**src/rtl/ccc_pkg.sv**
```systemverilog
package ccc_pkg;

    ////////////////////////////////////////////////////////////////////////////
    // configuration word of one card, kept per card
    typedef struct packed {
        logic unused_bit7;
        logic unused_bit6;
        logic stop_level_select;
        logic clock_stop_request;
        logic sync_card_clock_bit;
        logic [2:0] freq_select_field;
    } ccc_cfg_s;

    ////////////////////////////////////////////////////////////////////////////
    // register indices; the byte address is four times the index
    localparam logic [7:0] CCC_IDX_CSEL = 8'h00;
    localparam logic [7:0] CCC_IDX_CFG = 8'h01;
    localparam logic [7:0] CCC_IDX_MSR = 8'h0C;
    localparam logic [7:0] CCC_IDX_DATA = 8'h0D;
    localparam logic [7:0] CCC_IDX_ISTAT = 8'h10;
    localparam logic [7:0] CCC_IDX_IMASK = 8'h11;
    localparam logic [7:0] CCC_ADDR_CSEL = {CCC_IDX_CSEL[5:0], 2'b00};
    localparam logic [7:0] CCC_ADDR_CFG = {CCC_IDX_CFG[5:0], 2'b00};
    localparam logic [7:0] CCC_ADDR_MSR = {CCC_IDX_MSR[5:0], 2'b00};
    localparam logic [7:0] CCC_ADDR_DATA = {CCC_IDX_DATA[5:0], 2'b00};
    localparam logic [7:0] CCC_ADDR_ISTAT = {CCC_IDX_ISTAT[5:0], 2'b00};
    localparam logic [7:0] CCC_ADDR_IMASK = {CCC_IDX_IMASK[5:0], 2'b00};

    ////////////////////////////////////////////////////////////////////////////
    // field positions
    localparam int CCC_CSEL_SYNC_BIT = 4;
    localparam int CCC_CSEL_DBL_BIT = 5;
    localparam int CCC_MSR_SWITCH_BIT = 7;
    localparam int CCC_IRQ_SWITCH = 0;
    localparam int CCC_IRQ_STOP = 1;
    localparam int CCC_NUM_IRQ = 2;
    localparam int CCC_NUM_CARDS = 3;
    localparam int CCC_NUM_CLK_CARDS = 2;
    localparam logic [1:0] CCC_CARD_NONE = 2'h3;

    ////////////////////////////////////////////////////////////////////////////
    // reset values
    localparam ccc_cfg_s CCC_CFG_RESET = 8'h00;
    localparam logic [1:0] CCC_CSEL_RESET = 2'h0;
    localparam logic [CCC_NUM_IRQ-1:0] CCC_IRQ_RESET = 2'h0;

    ////////////////////////////////////////////////////////////////////////////
    // half periods of the card clock in pclk cycles; the crystal rate is pclk/2
    localparam logic [3:0] CCC_XTAL_HALF = 4'h1;
    localparam logic [3:0] CCC_INT_HALF = 4'h3;

    function automatic logic [3:0] ccc_half_cycles(input logic [2:0] sel);
        // top bit alone picks the oscillator source
        if (sel[2]) begin
            return CCC_INT_HALF;
        end
        return CCC_XTAL_HALF << sel[1:0];
    endfunction

endpackage

```
**src/rtl/ccc_half_div.sv**
```systemverilog
module ccc_half_div import ccc_pkg::*; (
    input wire logic pclk,
    input wire logic presetn,
    input wire logic restart,
    input wire logic [2:0] sel,
    output logic tick
);

    logic [3:0] cnt_reg;
    logic [3:0] cnt_next;
    logic [3:0] half;

    ////////////////////////////////////////////////////////////////////////////
    // >= so a switch to a faster rate can never skip the wrap
    always_comb begin
        half = ccc_half_cycles(sel);
        tick = !restart && (cnt_reg >= 4'(half - 4'h1));
        cnt_next = cnt_reg + 4'h1;
        if (restart || tick) begin
            cnt_next = 4'h0;
        end
    end

    always_ff @(posedge pclk or negedge presetn) begin
        if (!presetn) begin
            cnt_reg <= 4'h0;
        end else begin
            cnt_reg <= cnt_next;
        end
    end

endmodule

```
**src/rtl/ccc_card_clock.sv**
```systemverilog
// Function
// - stop holds clock at stop-level value
// - stop bit chooses stopped or selected frequency
// - sync card: clock copies sync bit
// - sync receive: io level in bit 0
// - sync transmit: written bit held until reselect
// - frequency changes glitch-free, no runt pulses
// - codes 000-011 crystal divide, 1xx oscillator half
// - source switch delayed; software polls switch flag
// - switch flag is status bit 7
// - cards 1-2 clock, uart clock doubling
module ccc_card_clock import ccc_pkg::*; (
    input wire logic pclk,
    input wire logic presetn,
    input wire logic psel,
    input wire logic penable,
    input wire logic pwrite,
    input wire logic [7:0] paddr,
    input wire logic [31:0] pwdata,
    output logic [31:0] prdata,
    output logic pready,
    output logic pslverr,
    input wire logic io_in,
    output logic io_out,
    output logic io_oe,
    output logic [CCC_NUM_CLK_CARDS-1:0] card_clk,
    output logic uart_tick,
    output logic irq
);

    ////////////////////////////////////////////////////////////////////////////
    // declarations
    ccc_cfg_s cfg_mem [CCC_NUM_CARDS];
    ccc_cfg_s cfg_next [CCC_NUM_CARDS];
    ccc_cfg_s cfg;
    logic [1:0] sel_reg, sel_next;
    logic sync_mode_reg, sync_mode_next;
    logic uart_dbl_reg, uart_dbl_next;
    logic [CCC_NUM_IRQ-1:0] mask_reg, mask_next;
    logic [CCC_NUM_IRQ-1:0] stat_reg, stat_next;
    logic [CCC_NUM_IRQ-1:0] events;
    logic [31:0] prdata_reg, prdata_next;
    logic pready_reg, pready_next;
    logic pslverr_reg, pslverr_next;
    logic irq_reg, irq_next;
    logic io_out_reg, io_out_next;
    logic io_oe_reg, io_oe_next;
    logic [2:0] act_sel_reg, act_sel_next;
    logic clk_int_reg, clk_int_next;
    logic [CCC_NUM_CLK_CARDS-1:0] card_clk_reg, card_clk_next;
    logic uart_tick_reg, uart_tick_next;
    logic io_s1_reg, io_s2_reg, io_s3_reg, io_filt_reg;
    logic tick, toggle, pending;
    logic setup, acc, wr, rd;
    logic hit_csel, hit_cfg, hit_msr, hit_data, hit_istat, hit_imask;

    assign cfg = cfg_mem[sel_reg];

    ////////////////////////////////////////////////////////////////////////////
    // apb decode: zero wait states, pready registered from the setup cycle
    assign setup = psel && !penable;
    assign acc = psel && penable && pready_reg;
    assign wr = acc && pwrite;
    assign rd = acc && !pwrite;
    assign hit_csel = (paddr == CCC_ADDR_CSEL);
    assign hit_cfg = (paddr == CCC_ADDR_CFG);
    assign hit_msr = (paddr == CCC_ADDR_MSR);
    assign hit_data = (paddr == CCC_ADDR_DATA);
    assign hit_istat = (paddr == CCC_ADDR_ISTAT);
    assign hit_imask = (paddr == CCC_ADDR_IMASK);

    always_comb begin
        sel_next = sel_reg;
        sync_mode_next = sync_mode_reg;
        uart_dbl_next = uart_dbl_reg;
        mask_next = mask_reg;
        for (int k = 0; k < CCC_NUM_CARDS; k++) begin
            cfg_next[k] = cfg_mem[k];
        end
        if (wr && hit_csel) begin
            // code 3 names no card and is dropped
            if (pwdata[1:0] != CCC_CARD_NONE) begin
                sel_next = pwdata[1:0];
            end
            sync_mode_next = pwdata[CCC_CSEL_SYNC_BIT];
            uart_dbl_next = pwdata[CCC_CSEL_DBL_BIT];
        end
        if (wr && hit_cfg) begin
            cfg_next[sel_reg] = ccc_cfg_s'(pwdata[7:0]);
        end
        if (wr && hit_imask) begin
            mask_next = pwdata[CCC_NUM_IRQ-1:0];
        end
    end

    always_comb begin
        prdata_next = 32'h0000_0000;
        pslverr_next = 1'b0;
        pready_next = setup;
        if (setup && !pwrite) begin
            unique case (1'b1)
                hit_csel: begin
                    prdata_next[1:0] = sel_reg;
                    prdata_next[CCC_CSEL_SYNC_BIT] = sync_mode_reg;
                    prdata_next[CCC_CSEL_DBL_BIT] = uart_dbl_reg;
                end
                hit_cfg: prdata_next[7:0] = cfg;
                hit_msr: prdata_next[CCC_MSR_SWITCH_BIT] = pending;
                hit_data: prdata_next[0] = io_filt_reg;
                hit_istat: prdata_next[CCC_NUM_IRQ-1:0] = stat_reg;
                hit_imask: prdata_next[CCC_NUM_IRQ-1:0] = mask_reg;
                default: pslverr_next = 1'b1;
            endcase
        end else if (setup) begin
            pslverr_next = !(hit_csel || hit_cfg || hit_msr || hit_data || hit_imask);
        end
    end

    always_ff @(posedge pclk or negedge presetn) begin
        if (!presetn) begin
            sel_reg <= CCC_CSEL_RESET;
            sync_mode_reg <= 1'b0;
            uart_dbl_reg <= 1'b0;
            mask_reg <= CCC_IRQ_RESET;
            for (int k = 0; k < CCC_NUM_CARDS; k++) begin
                cfg_mem[k] <= CCC_CFG_RESET;
            end
            prdata_reg <= 32'h0000_0000;
            pready_reg <= 1'b0;
            pslverr_reg <= 1'b0;
        end else begin
            sel_reg <= sel_next;
            sync_mode_reg <= sync_mode_next;
            uart_dbl_reg <= uart_dbl_next;
            mask_reg <= mask_next;
            for (int k = 0; k < CCC_NUM_CARDS; k++) begin
                cfg_mem[k] <= cfg_next[k];
            end
            prdata_reg <= prdata_next;
            pready_reg <= pready_next;
            pslverr_reg <= pslverr_next;
        end
    end

    ////////////////////////////////////////////////////////////////////////////
    // card clock: outside sync mode the new select is taken only at a falling edge, so the
    // finished high phase is whole and the low phase runs at the new rate
    ccc_half_div u_div (
        .pclk(pclk),
        .presetn(presetn),
        .restart(sync_mode_reg),
        .sel(act_sel_reg),
        .tick(tick)
    );

    // only the source bit counts; a divide change alone is not reported
    assign pending = (act_sel_reg[2] != cfg.freq_select_field[2]);

    always_comb begin
        clk_int_next = clk_int_reg;
        act_sel_next = act_sel_reg;
        if (sync_mode_reg) begin
            clk_int_next = cfg.sync_card_clock_bit;
            act_sel_next = cfg.freq_select_field;
        end else if (tick) begin
            // bits 7 and 6 are stored but never looked at
            if (cfg.clock_stop_request && clk_int_reg == cfg.stop_level_select) begin
                clk_int_next = clk_int_reg;
            end else begin
                clk_int_next = !clk_int_reg;
                if (clk_int_reg) begin
                    act_sel_next = cfg.freq_select_field;
                end
            end
        end
    end

    assign toggle = (clk_int_next != clk_int_reg);

    always_comb begin
        uart_tick_next = toggle && (!clk_int_reg || uart_dbl_reg);
        events = '0;
        events[CCC_IRQ_SWITCH] = !sync_mode_reg && pending
            && (act_sel_next[2] == cfg.freq_select_field[2]);
        events[CCC_IRQ_STOP] = !sync_mode_reg && cfg.clock_stop_request && toggle
            && (clk_int_next == cfg.stop_level_select);
        stat_next = stat_reg;
        // clear only what the read returned; a new event always wins
        if (rd && hit_istat) begin
            stat_next = stat_reg & ~prdata_reg[CCC_NUM_IRQ-1:0];
        end
        stat_next = stat_next | events;
        irq_next = |(stat_next & mask_reg);
    end

    generate
        for (genvar i = 0; i < CCC_NUM_CLK_CARDS; i++) begin : g_card
            // unselected cards and card 3 see a quiet low clock
            always_comb begin
                card_clk_next[i] = (sel_reg == 2'(i)) ? clk_int_reg : 1'b0;
            end
        end
    endgenerate

    ////////////////////////////////////////////////////////////////////////////
    // io line: the written level stays until another card is picked
    always_comb begin
        io_out_next = io_out_reg;
        io_oe_next = io_oe_reg;
        if (wr && hit_data && sync_mode_reg) begin
            io_out_next = pwdata[0];
            io_oe_next = 1'b1;
        end else if (wr && hit_csel && pwdata[1:0] != CCC_CARD_NONE
                && pwdata[1:0] != sel_reg) begin
            io_oe_next = 1'b0;
        end
    end

    always_ff @(posedge pclk or negedge presetn) begin
        if (!presetn) begin
            act_sel_reg <= 3'h0;
            clk_int_reg <= 1'b0;
            card_clk_reg <= '0;
            uart_tick_reg <= 1'b0;
            stat_reg <= CCC_IRQ_RESET;
            irq_reg <= 1'b0;
            io_out_reg <= 1'b0;
            io_oe_reg <= 1'b0;
            io_s1_reg <= 1'b0;
            io_s2_reg <= 1'b0;
            io_s3_reg <= 1'b0;
            io_filt_reg <= 1'b0;
        end else begin
            act_sel_reg <= act_sel_next;
            clk_int_reg <= clk_int_next;
            card_clk_reg <= card_clk_next;
            uart_tick_reg <= uart_tick_next;
            stat_reg <= stat_next;
            irq_reg <= irq_next;
            io_out_reg <= io_out_next;
            io_oe_reg <= io_oe_next;
            io_s1_reg <= io_in;
            io_s2_reg <= io_s1_reg;
            io_s3_reg <= io_s2_reg;
            if (io_s2_reg == io_s3_reg) begin
                io_filt_reg <= io_s3_reg;
            end
        end
    end

    assign prdata = prdata_reg;
    assign pready = pready_reg;
    assign pslverr = pslverr_reg;
    assign io_out = io_out_reg;
    assign io_oe = io_oe_reg;
    assign card_clk = card_clk_reg;
    assign uart_tick = uart_tick_reg;
    assign irq = irq_reg;

    ////////////////////////////////////////////////////////////////////////////
    // checks: cycles since the last tick or divider restart
    logic [3:0] gap_reg;
    always_ff @(posedge pclk or negedge presetn) begin
        if (!presetn) begin
            gap_reg <= 4'h1;
        end else if (tick || sync_mode_reg) begin
            gap_reg <= 4'h1;
        end else if (gap_reg != 4'hF) begin
            gap_reg <= gap_reg + 4'h1;
        end
    end

    a_stop_hold: assert property (@(posedge pclk) disable iff (!presetn)
        (!sync_mode_reg && cfg.clock_stop_request && clk_int_reg == cfg.stop_level_select
         && $stable(cfg) && !(wr && (hit_cfg || hit_csel)))
        |=> clk_int_reg == $past(cfg.stop_level_select))
        else $error("stopped clock left its stop level");

    a_run_toggle: assert property (@(posedge pclk) disable iff (!presetn)
        (!sync_mode_reg && tick && !cfg.clock_stop_request) |=> $changed(clk_int_reg))
        else $error("running clock missed an edge");

    a_sync_copy: assert property (@(posedge pclk) disable iff (!presetn)
        (sync_mode_reg && $stable(sync_mode_reg)) |-> ##2
        card_clk[sel_reg[0]] == $past(cfg.sync_card_clock_bit, 2) || sel_reg[1])
        else $error("sync card clock does not follow its bit");

    a_rx_bit: assert property (@(posedge pclk) disable iff (!presetn)
        (setup && !pwrite && hit_data) |=> prdata[0] == $past(io_filt_reg))
        else $error("receive bit 0 not the io level");

    a_tx_hold: assert property (@(posedge pclk) disable iff (!presetn)
        (wr && hit_data && sync_mode_reg) |=> (io_oe && io_out == $past(pwdata[0]))
        ##1 (io_oe || $past(wr && hit_csel)))
        else $error("transmit level not driven and held");

    a_no_runt: assert property (@(posedge pclk) disable iff (!presetn)
        (!sync_mode_reg && tick && toggle) |-> gap_reg >= ccc_half_cycles(act_sel_reg))
        else $error("runt phase on card clock");

    a_sel_at_fall: assert property (@(posedge pclk) disable iff (!presetn)
        (!sync_mode_reg && act_sel_reg != act_sel_next) |-> (clk_int_reg && tick))
        else $error("select changed outside a falling edge");

    a_freq_exact: assert property (@(posedge pclk) disable iff (!presetn)
        (!sync_mode_reg && tick) |-> gap_reg == ccc_half_cycles(act_sel_reg))
        else $error("half period does not match select");

    a_osc_codes: assert property (@(posedge pclk) disable iff (!presetn)
        (!sync_mode_reg && tick && act_sel_reg[2]) |-> gap_reg == CCC_INT_HALF)
        else $error("oscillator code gave a crystal rate");

    a_flag_read: assert property (@(posedge pclk) disable iff (!presetn)
        (setup && !pwrite && hit_msr) |=> prdata[CCC_MSR_SWITCH_BIT] == $past(pending))
        else $error("switch flag not in status bit 7");

    a_flag_clear: assert property (@(posedge pclk) disable iff (!presetn)
        (!sync_mode_reg && pending && act_sel_next[2] == cfg.freq_select_field[2]
         && !(wr && (hit_cfg || hit_csel)))
        |=> !pending && stat_reg[CCC_IRQ_SWITCH])
        else $error("switch flag not cleared with the new rate");

    a_uart_double: assert property (@(posedge pclk) disable iff (!presetn)
        uart_tick == ($changed(clk_int_reg) && (clk_int_reg || $past(uart_dbl_reg))))
        else $error("uart clock edge missing");

endmodule

```
**config.mk**
```make
export PLATFORM = sky130hd
export DESIGN_NAME = ccc_card_clock
export DESIGN_NICKNAME = d
export VERILOG_FILES = /design/src/rtl/ccc_pkg.sv /design/src/rtl/ccc_half_div.sv /design/src/rtl/ccc_card_clock.sv
export SDC_FILE = /design/constraint.sdc
export NUM_CORES = 1
export LEC_CHECK = 0
export BUFFER_PORTS_ARGS = -buffer_cell sky130_fd_sc_hd__buf_2
export CORE_MARGIN = 2
export CORE_UTILIZATION = 54
export CTS_BUF_LIST = sky130_fd_sc_hd__clkbuf_4
export DETAILED_ROUTE_END_ITERATION = 10
export GPL_ROUTABILITY_DRIVEN = 0
export PLACE_DENSITY = 0.85
export RECOVER_POWER = 25
export SYNTH_ARGS = -nofsm -noshare
export SYNTH_HDL_FRONTEND = slang
export SYNTH_SLANG_ARGS = --single-unit
```
**constraint.sdc**
```tcl
create_clock -name pclk -period 2.6 [get_ports pclk]
set_input_delay 0.39 -clock pclk [delete_from_list [all_inputs] [get_ports pclk]]
set_output_delay 0.39 -clock pclk [all_outputs]
set_load 0.01 [all_outputs]
```
==> impl_metrics.toml <==
[cts]
cts.sinks = 60
clock_latency_ns = 0.41
cts_buffers = 9
cts_max_level = 3
cts_tree = "built"
root_buffer = "clkbuf_4"
postCtsSetupBuffers = 0
cts_max_path_buffers = 2
cts.reportedPaths.clkPinSlew_ns = 0.09

[finish]
area.growth.synth_to_final_pct = 9.75
drive_gt1_share_pct = 29.7
fin_cells = 385
diodes = 0
nets = 361
final_core_utilization_pct = 60.8
register_area_sq_um = 1500
multi_input_area_sq_um = 1340
largest_register_ffs = 24
fillers = 453

[sta]
fin_skew_ns = 0.00810
slew_headroom_pct = 11.8
finalHoldViolations = 0
max_freq_ghz = 0.412
finalSetupViolations = 0
hold-worst-slack_ns = 0.0847
fin_tns_setup_ns = 0
max_slew.worst_pin.slew_ns = 1.32
post-route-min-period_ns = 2.43
slew_viol_final = 0
grt_setup_unrepaired = "no"
period_share_pct = 93.3

[global_route]
antenna_found_initial = 0
grt_first_pass_wirelength_microns = 9430
grt_max_degree = 27
overflow = 0
grt_pass1_vias = 2005
track_usage_pct = 20.3

[yosys]
synthTopCellsByCount = "60 x dfrtp_1, 30 x mux2_2, 24 x buf_4, 17 x nor2_1"
synth-seq-cells = 60
synth.area.top_cells = "dfrtp_1 50%, mux2_2 11%, buf_4 6.0%, mux2i_1 4.0%, ha_1 2.5%"
synth_cells = 262
yosysMostFrequentCell = "dfrtp_1"
ys_warn_count = 0
synth_ff_type = "dfrtp_1"
synth-edff-count = 0
synth_top_cell_area_share_pct = 49.8
ys_seq_area_share_pct = 49.8
yosysTopAreaCell = "dfrtp_1"
syn_area_sq_um = 3020
async_reset_ff_share_pct = 100
ys_types = 52
avgSynthCellArea_sq_um = 11.5

[run]
maxCapViolations = 0

[worst_setup_path]
timing.rr.start = "act_sel_reg[0]"
cp-end-kind = "register"
max_stage_delay_ns = 0.42
crit_buf_inv = 0
worstPathRequired_ns = 2.90
crit_fanout = 10
crit_arrival_ns = 2.73
worstSetupStartpointType = "register"
critical_path_class = "reg -> reg"
crit_start = "act_sel_reg[0]"
slowest_stage = "dfrtp_1"
crit_chain = "nor2_1, nor2_1, ha_1, ha_1, a2111oi_2, a21oi_2, a21oi_2, mux2_2"
path_delay_family = "compound AO/OA/AOI/OAI gates"

[route]
avgRoutedWirePerCell_microns = 14.6
routed_via_density = 5.38
drt_iter0_drc = 94
vias = 2073
totalWireLength_microns = 5630
drtPass1Iterations = 4
ant_nets = 0
drc = 0

[die]
dieArea_sq_um = 6200
fp-row-count = 27
core_area_sq_um = 5440
pin_count = 86
initial_core_util_pct = 55.4
die_h_microns = 78.7
die_w_microns = 78.7

[placement]
dp_cells = 369
place_hpwl_microns = 4200
io_buffer_count = 37

[pwr]
power.static_leakage_nw = 1.63
max-vdd-ir-drop_mv = 0.347
total_power_w = 0.00186
power_density_nw_per_um2 = 562

[run_status]
outcome = "completed"

[hold_path]
hp-class = "in -> reg"
min_from = "io_in"
-- power breakdown --
group | switching, W | total, W | leakage [nW] | internal, W
clock network | 0.000312 | 0.000500 | 0.0562 | 0.000188
logic | 0.000202 | 0.000338 | 0.768 | 0.000136
registers | 0.0000356 | 0.00102 | 0.802 | 0.000985
-- path summary, 6_finish.rpt --
kind	end	slack [ns]	cells past startpoint
max	act_sel_reg[2]	0.17	8
min	io_s1_reg	0.08	1
max reg2reg	act_sel_reg[2]	0.17	8
min reg2reg	io_s2_reg	0.35	0
max in group asynchronous	cfg_mem[5]	0.72	3
min in group asynchronous	cfg_mem[20]	0.79	2
-- metrics by stage --
stage	instance area (sq um)	setup slack [ns]
2_1_floorplan	3100	0.307
3_3_place_gp	3210	0.142
3_5_place_dp	3210	0.00362
4_1_cts	3320	0.00213
5_1_grt	3310	0.0375
6_report	3310	0.175
-- repair_timing --
item                                    CTS  global route
endpoints found under the setup margin    2             3
hold endpoints to repair                 24             0
resized for setup                         1             2
hold buffers                              1             0
-- final cells by class --
type | instances | area share, %
clock inverters | 5 | 0.605
multi-input cells | 182 | 40.6
well taps | 72 | 2.72
clock buffers | 10 | 2.27
inverters | 12 | 1.36
flip-flops and latches | 60 | 45.4
repair buffers | 44 | 7.11
-- layout by cell type, fill, tap and decap left out, types with 3 or more instances in the layout --
cell / Yosys / layout
clkbuf_4: 0 / 10
mux2i_1: 12 / 12
nor3_1: 8 / 9
nor2_1: 17 / 17
dfrtp_1: 60 / 60
ha_1: 6 / 6
nor2b_1: 5 / 5
nand2_1: 8 / 8
a21oi_1: 12 / 11
buf_4: 24 / 5
o21ai_0: 5 / 5
clkinv_1: 0 / 4
conb_1: 2 / 25
mux2_2: 30 / 30
nand3b_1: 3 / 3
inv_1: 12 / 12
nand2b_1: 4 / 4
nand3_1: 4 / 4
buf_2: 4 / 35
xnor2_1: 3 / 3
-- per-layer routing --
| metal | global-route usage (%) | share of wire (%) | up-vias |
|---|---|---|---|
| li1 | - | - | 972 |
| met1 | 25.2 | 44 | 1025 |
| met2 | 33.2 | 49 | 62 |
| met3 | 5.68 | 5.3 | 14 |
| met4 | 8.95 | 2.0 | 0 |
| met5 | 0 | 0 | - |
-- worst register-to-register path, cell delays in order (launching register included) --
cell and delay [ns]:
dfrtp_1 0.42, nor2_1 0.12, nor2_1 0.07, ha_1 0.29, ha_1 0.30, a2111oi_2 0.34, a21oi_2 0.16, a21oi_2 0.25
mux2_2 0.36
-- cells by family after synthesis --
kind of cell,Yosys count,share of synthesized area [%]
AO/OA/AOI/OAI,39,8.92
AND/OR/NAND/NOR,62,12.3
buffers and inverters,43,8.51
other,2,0.249
adder cells (fa/ha/maj),7,2.82
flip-flops,60,49.8
XOR/XNOR,5,1.45
multiplexers,44,15.9
Power figures use the tool's default switching activity.
